<file path="config.mk">
export PLATFORM = sky130hd
export DESIGN_NAME = los_core
export DESIGN_NICKNAME = d
export VERILOG_FILES = /design/src/hw/los_pkg.sv /design/src/hw/los_core.sv
export VERILOG_INCLUDE_DIRS = /design/src /design/src/hw
export SDC_FILE = /design/constraint.sdc
export NUM_CORES = 1
export LEC_CHECK = 0
export CORE_MARGIN = 3
export CORE_UTILIZATION = 40
export CTS_CLUSTER_SIZE = 10
export DETAILED_ROUTE_END_ITERATION = 12
export DONT_BUFFER_PORTS = 1
export SKIP_CTS_REPAIR_TIMING = 1
export SLEW_MARGIN = 20
export SYNTH_ARGS = -nofsm -noshare
export SYNTH_HDL_FRONTEND = slang
export SYNTH_SLANG_ARGS = --single-unit
</file>
<file path="constraint.sdc">
create_clock -name clk -period 3 [get_ports clk]
set_input_delay 0.75 -clock clk [delete_from_list [all_inputs] [get_ports clk]]
set_output_delay 0.75 -clock clk [all_outputs]
set_load 0.01 [all_outputs]
</file>
<file path="src/hw/los_consts.svh">
// constants for the link oam sublayer: timing, addresses, event bit positions
// assumes a single 50 MHz port clock
`ifndef LOS_CONSTS_SVH
`define LOS_CONSTS_SVH
// ********************
// timing
// ********************
`define LOS_CLK_HZ        50_000_000
`define LOS_MAX_PDU_PER_S 10
`define LOS_LINK_TMO_S    5
`define LOS_SEC_S         1
// ********************
// addressing and widths
// ********************
`define LOS_SLOW_DA       48'h0180C2000002
`define LOS_THR_W         16
`define LOS_WIN_W         8
`define LOS_EVT_SYM       0
`define LOS_EVT_FPER      1
`define LOS_EVT_FRM       2
`define LOS_EVT_FSEC      3
`endif

</file>
<file path="src/hw/los_pkg.sv">
// types shared by the link oam sublayer
// assumes los_consts.svh is on the include path
`include "los_consts.svh"
package los_pkg;
   // ********************
   // pdu kinds and session states
   // ********************
   typedef enum logic [2:0] {
      LOS_PDU_INFO   = 3'h0,
      LOS_PDU_EVENT  = 3'h1,
      LOS_PDU_LB_REQ = 3'h2,
      LOS_PDU_LB_ACK = 3'h3,
      LOS_PDU_LB_END = 3'h4
   } los_kind_t;
   typedef enum logic [1:0] {
      LOS_ST_OFF  = 2'b00,
      LOS_ST_WAIT = 2'b01,
      LOS_ST_DISC = 2'b10,
      LOS_ST_UP   = 2'b11
   } los_state_t;
   // ********************
   // carriers
   // ********************
   typedef struct packed {
      logic dying_gasp;
      logic crit;
      logic link_fault;
   } los_flags_t;
   typedef struct packed {
      logic       valid;
      los_kind_t  kind;
      los_flags_t flags;
      logic [3:0] evt;
      logic [47:0] da;
   } los_pdu_t;
   typedef struct packed {
      logic       valid;
      logic       is_oam;
      logic       last;
      logic [7:0] data;
   } los_frm_t;
endpackage

</file>
<file path="src/hw/los_core.sv">
// link oam sublayer for one point-to-point port: discovery, keepalive,
// link monitoring, fault flags and remote loopback
// assumes a pdu framer/parser outside; all inputs synchronous to clk
//
// What this block does
// - sent oam pdus carry destination 01-80-c2-00-00-02
// - at most ten oam pdus per second
// - session setup only by exchanging information pdus
// - only active mode initiates; passive waits
// - in session, keep sending information pdus
// - drop session after five silent seconds
// - link event sends notification and pulses management indication
// - record and report peer event notifications
// - symbol period event when errored symbols reach low threshold
// - frame period event when crc errors in n frames reach threshold
// - frame event when errored frames in m seconds reach threshold
// - frame seconds event when errored seconds in m seconds reach threshold
// - faults travel in the flag field of information pdus
// - critical-event flag while oam is disabled
// - link-fault flag when unidirectional faults reach high threshold
// - never originate dying gasp, but accept one from the peer
// - refuse remote loopback until session is up
// - only active mode requests loopback; answer peer requests
// - in loopback return received non-oam frames to sender
// - suspend user forwarding while loopback is active
// - active mode after reset unless configured passive
`timescale 1ns/1ps
`include "los_consts.svh"
module los_core #(
   parameter int unsigned GAP_CYC = `LOS_CLK_HZ / `LOS_MAX_PDU_PER_S,  // least pdu spacing
   parameter int unsigned TMO_CYC = `LOS_LINK_TMO_S * `LOS_CLK_HZ,     // keepalive timeout
   parameter int unsigned SEC_CYC = `LOS_SEC_S * `LOS_CLK_HZ           // one second
) (
   input  wire logic                  clk,           // port clock
   input  wire logic                  rst_b,         // sync reset, low
   input  wire logic                  oam_en,        // oam enabled on port
   input  wire logic                  passive_mode,  // 1 = passive mode
   input  wire logic                  lb_start,      // mgmt loopback request pulse
   input  wire logic                  lb_stop,       // mgmt loopback end pulse
   input  wire logic [`LOS_THR_W-1:0] sym_thr,       // symbol low threshold
   input  wire logic [`LOS_WIN_W-1:0] sym_win_s,     // symbol window, seconds
   input  wire logic [`LOS_THR_W-1:0] fper_thr,      // frame period low threshold
   input  wire logic [`LOS_THR_W-1:0] fper_n,        // frame period length n
   input  wire logic [`LOS_THR_W-1:0] frm_thr,       // errored frame low threshold
   input  wire logic [`LOS_WIN_W-1:0] frm_win_s,     // errored frame window m
   input  wire logic [`LOS_THR_W-1:0] fsec_thr,      // errored seconds low threshold
   input  wire logic [`LOS_WIN_W-1:0] fsec_win_s,    // errored seconds window m
   input  wire logic [`LOS_THR_W-1:0] uni_thr,       // unidirectional high threshold
   input  wire logic                  sym_err,       // errored symbol pulse
   input  wire logic                  frm_rx,        // frame received pulse
   input  wire logic                  frm_crc_err,   // with frm_rx: crc bad
   input  wire logic                  uni_fault,     // unidirectional fault pulse
   input  wire los_pkg::los_pdu_t     rx_pdu,        // parsed received pdu
   output los_pkg::los_pdu_t          tx_pdu,        // pdu to framer, held till tx_rdy
   input  wire logic                  tx_rdy,        // framer takes tx_pdu
   input  wire los_pkg::los_frm_t     rx_frm,        // received frame bytes
   output los_pkg::los_frm_t          lb_frm,        // looped-back bytes to link
   output los_pkg::los_frm_t          fwd_frm,       // bytes forwarded to switch
   output logic                       session_up,    // session established
   output logic                       lb_active,     // this end loops frames
   output logic                       lb_remote,     // peer is looping for us
   output logic                       lb_refused,    // loopback refused pulse
   output logic [3:0]                 evt_ind,       // local event pulses
   output logic                       peer_evt,      // peer event pulse
   output logic [15:0]                peer_evt_cnt,  // peer events recorded
   output los_pkg::los_flags_t        loc_flags,     // local fault flags
   output los_pkg::los_flags_t        peer_flags     // last peer flags
);
   los_pkg::los_state_t st_r, st_nxt;
   los_pkg::los_pdu_t   tx_r;
   los_pkg::los_frm_t   lb_r, fwd_r;
   los_pkg::los_flags_t lf_r, pf_r;
   logic [31:0]         gap_r, tmo_r, sec_r;
   logic                tick;
   logic                rx_info, rx_lbq, rx_lba, rx_lbe, rx_evt;
   logic                lbact_r, lbrem_r, lbref_r, lbq_pend_r, lba_pend_r, lbe_pend_r;
   logic [3:0]          evt_r, evt_pend_r, evt_hit;
   logic                pevt_r;
   logic [15:0]         pcnt_r;
   logic [`LOS_THR_W-1:0] sym_c_r, fper_c_r, fper_f_r, frm_c_r, fsec_c_r, uni_c_r;
   logic [`LOS_WIN_W-1:0] sym_w_r, frm_w_r, fsec_w_r;
   logic                sec_err_r;
   logic                sym_end, fper_end, frm_end, fsec_end;
   logic                send_ok;

   // ********************
   // decode of received pdus
   // ********************
   assign rx_info = rx_pdu.valid && rx_pdu.kind == los_pkg::LOS_PDU_INFO;
   assign rx_evt  = rx_pdu.valid && rx_pdu.kind == los_pkg::LOS_PDU_EVENT;
   assign rx_lbq  = rx_pdu.valid && rx_pdu.kind == los_pkg::LOS_PDU_LB_REQ;
   assign rx_lba  = rx_pdu.valid && rx_pdu.kind == los_pkg::LOS_PDU_LB_ACK;
   assign rx_lbe  = rx_pdu.valid && rx_pdu.kind == los_pkg::LOS_PDU_LB_END;

   // ********************
   // session state machine
   // ********************
   // discovery start point chosen by mode
   always_comb begin
      st_nxt = st_r;
      case (st_r)
         los_pkg::LOS_ST_OFF: begin
            if (oam_en)
               st_nxt = passive_mode ? los_pkg::LOS_ST_WAIT : los_pkg::LOS_ST_DISC;
         end
         los_pkg::LOS_ST_WAIT: begin
            if (rx_info)
               st_nxt = los_pkg::LOS_ST_UP;
         end
         los_pkg::LOS_ST_DISC: begin
            if (rx_info)
               st_nxt = los_pkg::LOS_ST_UP;
         end
         los_pkg::LOS_ST_UP: begin
            if (tmo_r >= TMO_CYC - 1 && !rx_info)
               st_nxt = passive_mode ? los_pkg::LOS_ST_WAIT : los_pkg::LOS_ST_DISC;
         end
         default: st_nxt = los_pkg::LOS_ST_OFF;
      endcase
      if (!oam_en)
         st_nxt = los_pkg::LOS_ST_OFF;
   end

   always_ff @(posedge clk) begin
      if (!rst_b)
         st_r <= los_pkg::LOS_ST_OFF;
      else
         st_r <= st_nxt;
   end

   // silence timer, restarted by every information pdu
   always_ff @(posedge clk) begin
      if (!rst_b || st_r != los_pkg::LOS_ST_UP || rx_info)
         tmo_r <= 32'h0;
      else
         tmo_r <= tmo_r + 32'h1;
   end

   // ********************
   // transmit scheduling
   // ********************
   // spacing counter caps the pdu rate
   always_ff @(posedge clk) begin
      if (!rst_b)
         gap_r <= 32'h0;
      else if (tx_r.valid && tx_rdy)
         gap_r <= GAP_CYC - 1;
      else if (gap_r != 32'h0)
         gap_r <= gap_r - 32'h1;
   end

   assign send_ok = !tx_r.valid && gap_r == 32'h0
                    && (st_r == los_pkg::LOS_ST_DISC || st_r == los_pkg::LOS_ST_UP
                        || (st_r == los_pkg::LOS_ST_WAIT && rx_info));

   // loopback answers first, then loopback requests and ends, then events, else the keepalive
   always_ff @(posedge clk) begin
      if (!rst_b) begin
         tx_r <= '0;
      end else if (tx_r.valid) begin
         if (tx_rdy)
            tx_r.valid <= 1'b0;
      end else if (send_ok) begin
         tx_r.valid <= 1'b1;
         tx_r.da    <= `LOS_SLOW_DA;
         tx_r.flags <= lf_r;
         tx_r.evt   <= 4'h0;
         if (lba_pend_r)
            tx_r.kind <= los_pkg::LOS_PDU_LB_ACK;
         else if (lbq_pend_r)
            tx_r.kind <= los_pkg::LOS_PDU_LB_REQ;
         else if (lbe_pend_r)
            tx_r.kind <= los_pkg::LOS_PDU_LB_END;
         else if (evt_pend_r != 4'h0 && st_r == los_pkg::LOS_ST_UP) begin
            tx_r.kind <= los_pkg::LOS_PDU_EVENT;
            tx_r.evt  <= evt_pend_r;
         end else
            tx_r.kind <= los_pkg::LOS_PDU_INFO;
      end
   end

   // ********************
   // local fault flags
   // ********************
   // dying gasp is never raised here; the count saturates
   always_ff @(posedge clk) begin
      if (!rst_b) begin
         lf_r    <= '0;
         uni_c_r <= '0;
      end else begin
         lf_r.dying_gasp <= 1'b0;
         lf_r.crit       <= !oam_en;
         if (!oam_en)
            uni_c_r <= '0;
         else if (uni_fault && uni_c_r != '1)
            uni_c_r <= uni_c_r + 1'b1;
         lf_r.link_fault <= oam_en && uni_c_r >= uni_thr;
      end
   end

   // ********************
   // peer records
   // ********************
   // peer flags kept as last seen, dying gasp included
   always_ff @(posedge clk) begin
      if (!rst_b) begin
         pf_r   <= '0;
         pevt_r <= 1'b0;
         pcnt_r <= 16'h0;
      end else begin
         if (rx_info)
            pf_r <= rx_pdu.flags;
         pevt_r <= rx_evt && st_r == los_pkg::LOS_ST_UP;
         if (rx_evt && st_r == los_pkg::LOS_ST_UP && pcnt_r != 16'hFFFF)
            pcnt_r <= pcnt_r + 16'h1;
      end
   end

   // ********************
   // link monitoring
   // ********************
   // one-second tick shared by the windowed monitors
   always_ff @(posedge clk) begin
      if (!rst_b || sec_r >= SEC_CYC - 1)
         sec_r <= 32'h0;
      else
         sec_r <= sec_r + 32'h1;
   end
   assign tick = sec_r >= SEC_CYC - 1;

   assign sym_end  = tick && sym_w_r + 1'b1 >= sym_win_s;
   assign frm_end  = tick && frm_w_r + 1'b1 >= frm_win_s;
   assign fsec_end = tick && fsec_w_r + 1'b1 >= fsec_win_s;
   assign fper_end = frm_rx && fper_f_r + 1'b1 >= fper_n;

   // counters clear at window end; last-cycle hits count
   always_ff @(posedge clk) begin
      if (!rst_b || !oam_en) begin
         sym_c_r  <= '0;
         sym_w_r  <= '0;
         fper_c_r <= '0;
         fper_f_r <= '0;
         frm_c_r  <= '0;
         frm_w_r  <= '0;
         fsec_c_r <= '0;
         fsec_w_r <= '0;
         sec_err_r <= 1'b0;
      end else begin
         sym_w_r  <= sym_end ? '0 : sym_w_r + {7'h0, tick};
         sym_c_r  <= sym_end ? '0 : sym_c_r + {15'h0, sym_err && sym_c_r != '1};
         fper_f_r <= fper_end ? '0 : fper_f_r + {15'h0, frm_rx};
         fper_c_r <= fper_end ? '0 : fper_c_r + {15'h0, frm_rx && frm_crc_err};
         frm_w_r  <= frm_end ? '0 : frm_w_r + {7'h0, tick};
         frm_c_r  <= frm_end ? '0 : frm_c_r + {15'h0, frm_rx && frm_crc_err && frm_c_r != '1};
         sec_err_r <= tick ? 1'b0 : (sec_err_r || (frm_rx && frm_crc_err));
         fsec_w_r <= fsec_end ? '0 : fsec_w_r + {7'h0, tick};
         fsec_c_r <= fsec_end ? '0 : fsec_c_r + {15'h0, tick && sec_err_r};
      end
   end

   // threshold test on the closing window count
   always_comb begin
      evt_hit = 4'h0;
      evt_hit[`LOS_EVT_SYM]  = sym_end && sym_c_r + {15'h0, sym_err} >= sym_thr;
      evt_hit[`LOS_EVT_FPER] = fper_end && fper_c_r + {15'h0, frm_crc_err} >= fper_thr;
      evt_hit[`LOS_EVT_FRM]  = frm_end && frm_c_r + {15'h0, frm_rx && frm_crc_err} >= frm_thr;
      evt_hit[`LOS_EVT_FSEC] = fsec_end && fsec_c_r + {15'h0, sec_err_r} >= fsec_thr;
   end

   // pending events: a new hit wins over the send clear
   always_ff @(posedge clk) begin
      if (!rst_b || !oam_en) begin
         evt_r      <= 4'h0;
         evt_pend_r <= 4'h0;
      end else begin
         evt_r <= evt_hit;
         if (send_ok && !lba_pend_r && !lbq_pend_r && !lbe_pend_r
             && st_r == los_pkg::LOS_ST_UP)
            evt_pend_r <= evt_hit;
         else
            evt_pend_r <= evt_pend_r | evt_hit;
      end
   end

   // ********************
   // remote loopback control
   // ********************
   // requests only from an active end with a session up
   always_ff @(posedge clk) begin
      if (!rst_b || !oam_en || st_r != los_pkg::LOS_ST_UP) begin
         lbact_r    <= 1'b0;
         lbrem_r    <= 1'b0;
         lbq_pend_r <= 1'b0;
         lba_pend_r <= 1'b0;
         lbe_pend_r <= 1'b0;
         lbref_r    <= rst_b && lb_start;
      end else begin
         lbref_r <= lb_start && passive_mode;
         if (lb_start && !passive_mode && !lbrem_r)
            lbq_pend_r <= 1'b1;
         else if (send_ok && !lba_pend_r)
            lbq_pend_r <= 1'b0;
         if (rx_lbq) begin
            lba_pend_r <= 1'b1;
            lbact_r    <= 1'b1;
         end else if (send_ok)
            lba_pend_r <= 1'b0;
         if (rx_lba)
            lbrem_r <= 1'b1;
         if (lb_stop && lbrem_r) begin
            lbe_pend_r <= 1'b1;
            lbrem_r    <= 1'b0;
         end else if (send_ok && !lba_pend_r && !lbq_pend_r)
            lbe_pend_r <= 1'b0;
         if (rx_lbe)
            lbact_r <= 1'b0;
      end
   end

   // ********************
   // frame path
   // ********************
   // oam pdus never loop; user traffic stops while either end loops
   always_ff @(posedge clk) begin
      if (!rst_b) begin
         lb_r  <= '0;
         fwd_r <= '0;
      end else begin
         lb_r        <= rx_frm;
         lb_r.valid  <= rx_frm.valid && !rx_frm.is_oam && lbact_r;
         fwd_r       <= rx_frm;
         fwd_r.valid <= rx_frm.valid && !rx_frm.is_oam && !lbact_r && !lbrem_r;
      end
   end

   // ********************
   // outputs
   // ********************
   always_ff @(posedge clk) begin
      if (!rst_b)
         session_up <= 1'b0;
      else
         session_up <= st_nxt == los_pkg::LOS_ST_UP;
   end
   assign tx_pdu       = tx_r;
   assign lb_frm       = lb_r;
   assign fwd_frm      = fwd_r;
   assign lb_active    = lbact_r;
   assign lb_remote    = lbrem_r;
   assign lb_refused   = lbref_r;
   assign evt_ind      = evt_r;
   assign peer_evt     = pevt_r;
   assign peer_evt_cnt = pcnt_r;
   assign loc_flags    = lf_r;
   assign peer_flags   = pf_r;
endmodule

</file>
==> impl_metrics.toml, run 1 <==
[outcome]
status = "complete, no violations"

[final_layout]
synthToLayoutAreaGrowth_pct = 10.8
final_nets = 2386
diodes = 0
fin_cells = 2566
fin_util = 0.453
multi_input_area_um2 = 9790
nFillCells = 3947
drive_above_1_share = 0.0710
regArea_um2 = 5590

[critical_path]
start_kind = "flop"
endpoint_kind = "flop"
worstPathArrival_ns = 3.33
path_max_fanout = 3
cp_num_buf_inv = 1
cpLargestDelayFamily = "simple AND/OR/NAND/NOR gates"
crit_chain = "and4_4 > and2_1 > and3_1 > nand2_1 > nor2_1 > xor2_1 > ha_1 > a21o_1 > a21oi_1 > nor2b_1 > o31ai_1 > a32oi_1 > buf_4 > a21o_1"
critPathKind = "flop to flop"
worst_ep_required_time_ns = 3.40
rrSetupSlack_ns = 0.07
path_common_cell = "a21o_1"
slowest_stage = "dfxtp_1"
ff2ff_path_depth = 14
cp_slowest_stage_delay_ns = 0.39
timing.rr.end = "evt_pend_r[1]"
r2r-start = "fper_c_r[5]"

[grt]
antenna_found_initial = 0
track_usage = 0.165
grt_max_degree = 42
grt_pass1_vias = 12500
grt_first_pass_wirelength_um = 61000
gr-total-overflow = 0

[clocking]
clk_pin_slew_worst_paths_ns = 0.06
clkLatencyLatePin_ns = 0.52
clockBufferDepth = 3
cts_max_level = 2
clock-sinks = 279
cts_buffers = 35
cts_root_buf = "clkbuf_16"
cts_tree = "done"

[sta]
timing.fmax_mhz = 341
worstMarginPinSlew_ns = 0.807
final-hold-violation-count = 0
holdWs_ns = 0.297
min_period_ns = 2.93
slew_headroom = 0.461
finalMaxSlewViolations = 0
clock_skew_ns = 0.0193
rsz0062_at_grt = "true"
timing.final.crit_share = 0.978
setup_violations = 0

[synth]
synth_seq_cells = 279
syn_inst = 1991
ys_types = 66
async_reset_ff_frac = 0
synth-simple-area-share = 0.232
avgSynthCellArea_um2 = 8.23
yosys_most_used_dff = "dfxtp_1"
muxShareOfSynthArea = 0.00122
yosysSeqAreaShare = 0.341
synth_xor_area_frac = 0.145
synth_compound_area_frac = 0.0817
synth_warnings = 0
synthAdderAreaFrac = 0.120
syn_area_um2 = 16400
synth_top_family_by_area = "simple AND/OR/NAND/NOR gates"
synth_edf_count = 0

[hold_path]
min_path_cells = 1
min_path_type = "input port to flop"
min_to = "loc_flags[1]"
hp-start = "oam_en"

[drt]
drc = 0
wl_met3_um = 1530
top_layer = "met4"
wl_met2_um = 17700
vias = 13000
wl_per_cell_um = 14.5
dr.pass1.iters = 5
routed_wl_um = 37100
drt_iter0_markers = 521
wl_met1_um = 17200
ant_nets = 0
avgViaCountPerCell = 5.07

[floorplanning]
ios = 313
start_util = 0.409
rows = 73
chipHeight_um = 208
core_region_area_um2 = 40100
dieWidth_um = 208
dieArea_um2 = 43400

[place]
placedCellCount = 2516
io_buffers = 0
dp_hpwl_um = 28500
gp_congestion = 0.821

[power_and_ir_drop]
power_density_nw_per_um2 = 530
irDropWorstVdd_v = 0.000386
leakage_uw = 0.00774

[job]
drv_cap = 0
## layer usage
| layer | track usage | vias up |
|---|---|---|
| li1 | - | 6658 |
| met1 | 0.216 | 6070 |
| met2 | 0.283 | 229 |
| met3 | 0.0299 | 52 |
| met4 | 0.0393 | 0 |
| met5 | 0 | - |
## synthesized netlist by cell type (21+ instances only)
master	number	area [µm²]
a21o_1	35	263
a21oi_1	70	350
and2_1	21	131
and3_1	33	206
buf_4	59	443
clkbuf_1	56	210
dfxtp_1	279	5590
ha_1	157	1960
inv_1	160	601
nand2_1	118	443
nand3_1	130	651
nand4_1	48	300
nor2_1	297	1110
nor3_1	48	240
o21ai_0	39	195
xnor2_1	143	1250
xor2_1	129	1130
## sequential cells by signal, indices dropped and copies added (netlist names), 2 cells and up
signal,count
fper_c_r,16
gap_r,32
sec_r,32
tx_pdu,11
fwd_frm,11
sym_c_r,16
peer_evt_cnt,16
loc_flags,2
fsec_w_r,8
evt_pend_r,4
tmo_r,32
fper_f_r,16
frm_w_r,8
evt_ind,4
fsec_c_r,16
sym_w_r,8
st_r,2
frm_c_r,16
peer_flags,3
uni_c_r,16
## kinds of logic (layout without fill, tap and decap cells)
logic type      count (synthesis)  in the layout
other cells                     1             50
xor+xnor                      272            272
flops                         279            279
fa+ha+maj                     157            157
mux                             2              2
buf+inv                       281            282
compound gates                211            211
simple gates                  788            788
## worst max-delay path by stage
stage                     cells past startpoint            end         from
after CTS                                    13  evt_pend_r[1]  fper_c_r[5]
after global placement                       15  evt_pend_r[2]  frm_crc_err
after global routing                         13  evt_pend_r[1]  fper_c_r[5]
after floorplan                              12  evt_pend_r[2]  frm_crc_err
final                                        14  evt_pend_r[1]  fper_c_r[5]
after detailed placement                     14  evt_pend_r[2]  frm_crc_err
## power breakdown
group	internal (µW)	switching (µW)	total [µW]
clock network	2240	1550	3790
registers	3900	186	4080
logic	803	953	1760
## cell usage in the layout (no fill, tap or decap), drive strengths merged, types with 35 or more instances in the layout
master and n:
buf 70, conb 50, o21ai 43, nor3 49, xnor2 143, ha 157, dfxtp 279, a21o 35
nand4 48, nor2 297, nand3 130, clkbuf 45, inv 163, nand2 118, a21oi 70, xor2 129
## metrics by stage
| step | area [µm²] | setup slack, ns | TNS (ns) | total power [µW] |
|---|---|---|---|---|
| global placement | 17100 | -0.407 | -1.01 | 5850 |
| detailed placement | 17100 | -0.412 | -1.27 | 5910 |
| finish | 18200 | 0.0667 | 0 | 9630 |
| global route | 18200 | -0.0577 | -0.0577 | 10200 |
| floorplan | 16600 | 0.0133 | 0 | 5520 |
| CTS | 18100 | -0.0551 | -0.0551 | 9770 |
## layout make-up
cell class,instances,area share
Multi-Input combinational cell,1480,0.539
Sequential cell,279,0.308
Clock buffer,45,0.0509
Tap cell,525,0.0362
Inverter,162,0.0335
Timing Repair Buffer,70,0.0289
Clock inverter,5,0.00379
No activity file was read; power rests on OpenSTA's default activity.
==> run 2, diff against run 1 <==
Settings changed: CORE_MARGIN 3 to 8.
==> run 2 against run 1 <==
Effect of this change: worst setup slack improved by 0.13 ns; flip-flop and latch count unchanged; clock skew increased by 0.0023 ns; cell count increased by 0.39%; first-iteration DRC count increased by 34%; combinational power about the same; via count about the same; fmax increased by 4.8%; core utilization decreased by 0.43 points; power decreased by 0.17%.
==> impl_metrics.toml, run 2 (synthesis gave the netlist of run 1 again) <==
[drt]
avgViaCountPerCell = 5.05
drc = 0
drt_iter0_markers = 700
dr.pass1.iters = 5
ant_nets = 0
routed_wl_um = 38500
vias = 13000
wl_per_cell_um = 14.9

[sta]
final-hold-violation-count = 0
finalMaxSlewViolations = 0
slew_headroom = 0.374
timing.fmax_mhz = 357
min_period_ns = 2.80
setup_violations = 0
worstMarginPinSlew_ns = 0.937
timing.final.crit_share = 0.933
setup_tns_ns = 0
clock_skew_ns = 0.0216

[grt]
grt-busiest-layer = "met2"
grt_max_degree = 42
grt_pass1_vias = 12800
use_met2 = 0.268
use_met3 = 0.0322
grt_first_pass_wirelength_um = 62500
gr-total-overflow = 0
antenna_found_initial = 0
track_usage = 0.157
gr-usage-met1 = 0.195

[critical_path]
worst_ep_required_time_ns = 3.43
endpoint_kind = "flop"
cpLargestDelayFamily = "simple AND/OR/NAND/NOR gates"
startpoint = "fper_f_r[9]"
start_kind = "flop"
cp_num_buf_inv = 1
timing.rr.end = "fper_c_r[6]"
ff2ff_path_depth = 13
critPathKind = "flop to flop"
slowest_stage = "dfxtp_1"
r2r-start = "fper_f_r[9]"
cp_slowest_stage_delay_ns = 0.38
worstPathArrival_ns = 3.22
rrSetupSlack_ns = 0.20
path_max_fanout = 16
crit_chain = "and3_2 > and3_2 > and4_1 > nand2_1 > xnor2_1 > ha_1 > and3_1 > nand3_1 > nor3_2 > o41ai_2 > nand3_1 > buf_6 > nor2_1"

[hold_path]
min_path_cells = 1
min_to = "loc_flags[1]"
min_path_type = "input port to flop"
hp-start = "oam_en"

[clocking]
clockBufferDepth = 3
clock-sinks = 279
clk_pin_slew_worst_paths_ns = 0.05
clkLatencyLatePin_ns = 0.54
cts_root_buf = "clkbuf_16"
cts_max_level = 2
cts_buffers = 35
cts_tree = "done"

[power_and_ir_drop]
leakage_uw = 0.00779
irDropWorstVdd_v = 0.000402
power_density_nw_per_um2 = 527

[final_layout]
drive_above_1_share = 0.0744
final_nets = 2392
fin_area_um2 = 18200
reg_top3 = "gap_r (32), sec_r (32), tmo_r (32)"
diodes = 0
layout_commonest_cell = "nor2_1"
nFillCells = 3965
synthToLayoutAreaGrowth_pct = 11.3
mostFrequentLayoutCells = "nor2_1, dfxtp_1, inv_1"

[job]
drv_cap = 0

[place]
place_area_um2 = 17100
io_buffers = 0
dp_hpwl_um = 30000
gp_congestion = 0.837

[floorplanning]
dieArea_um2 = 47700
core_region_area_um2 = 40600
start_util = 0.403
dieWidth_um = 218
rows = 74
chipHeight_um = 218
ios = 313

[outcome]
status = "complete, no violations"
-- run 2: cell types whose count changed in the layout (fill, tap and decap cells not counted), sizes merged --
cell	before	now
clkbuf	45	42
clkinvlp	0	1
inv	163	162
buf	70	76
clkinv	3	4
bufinv	1	0
-- run 2: worst max path at each step --
stage                     cells after the start            end  slack [ns]
after global routing                         13    fper_c_r[4]       -0.03
after CTS                                    13     evt_ind[3]       -0.03
after detailed placement                     14  evt_pend_r[2]       -0.41
after global placement                       14  evt_pend_r[2]       -0.36
final                                        13    fper_c_r[6]        0.20
after floorplan                              12  evt_pend_r[2]        0.01
-- run 2: power breakdown --
part	internal, µW	switching [µW]
Combinational	805	945
Sequential	3900	178
Clock	2200	1590
-- run 2: final cells by class --
cell class	instances	area, µm²	share of cell area
clock buffers	42	932	0.0511
clock inverters	5	68.8	0.00377
inverters	162	608	0.0334
multi-input cells	1480	9790	0.537
flip-flops and latches	279	5590	0.306
well taps	532	666	0.0365
repair buffers	76	578	0.0317
-- run 2: per-layer routing --
metal | up-vias | share of wire
met5 | - | 0
met4 | 0 | 0.023
met3 | 47 | 0.047
met2 | 227 | 0.48
met1 | 6074 | 0.45
li1 | 6673 | -
-- run 2: stage by stage --
step,util,hold slack (ns),setup WS [ns],cells,total power [µW]
2_1_floorplan,-,0.418,0.0133,2040,5520
3_3_place_gp,0.422,0.431,-0.361,2529,5860
3_5_place_dp,0.422,0.449,-0.414,2529,5910
4_1_cts,0.446,0.237,-0.0286,2576,9780
5_1_grt,0.449,0.253,-0.0305,2576,10200
6_report,0.449,0.275,0.201,2576,9610
-- run 2: worst register-to-register path: stages (launching register included) --
cell	delay [ns]
dfxtp_1	0.38
and3_2	0.25
and3_2	0.25
and4_1	0.23
nand2_1	0.07
xnor2_1	0.14
ha_1	0.30
and3_1	0.15
nand3_1	0.14
nor3_2	0.23
o41ai_2	0.13
nand3_1	0.15
buf_6	0.20
nor2_1	0.07
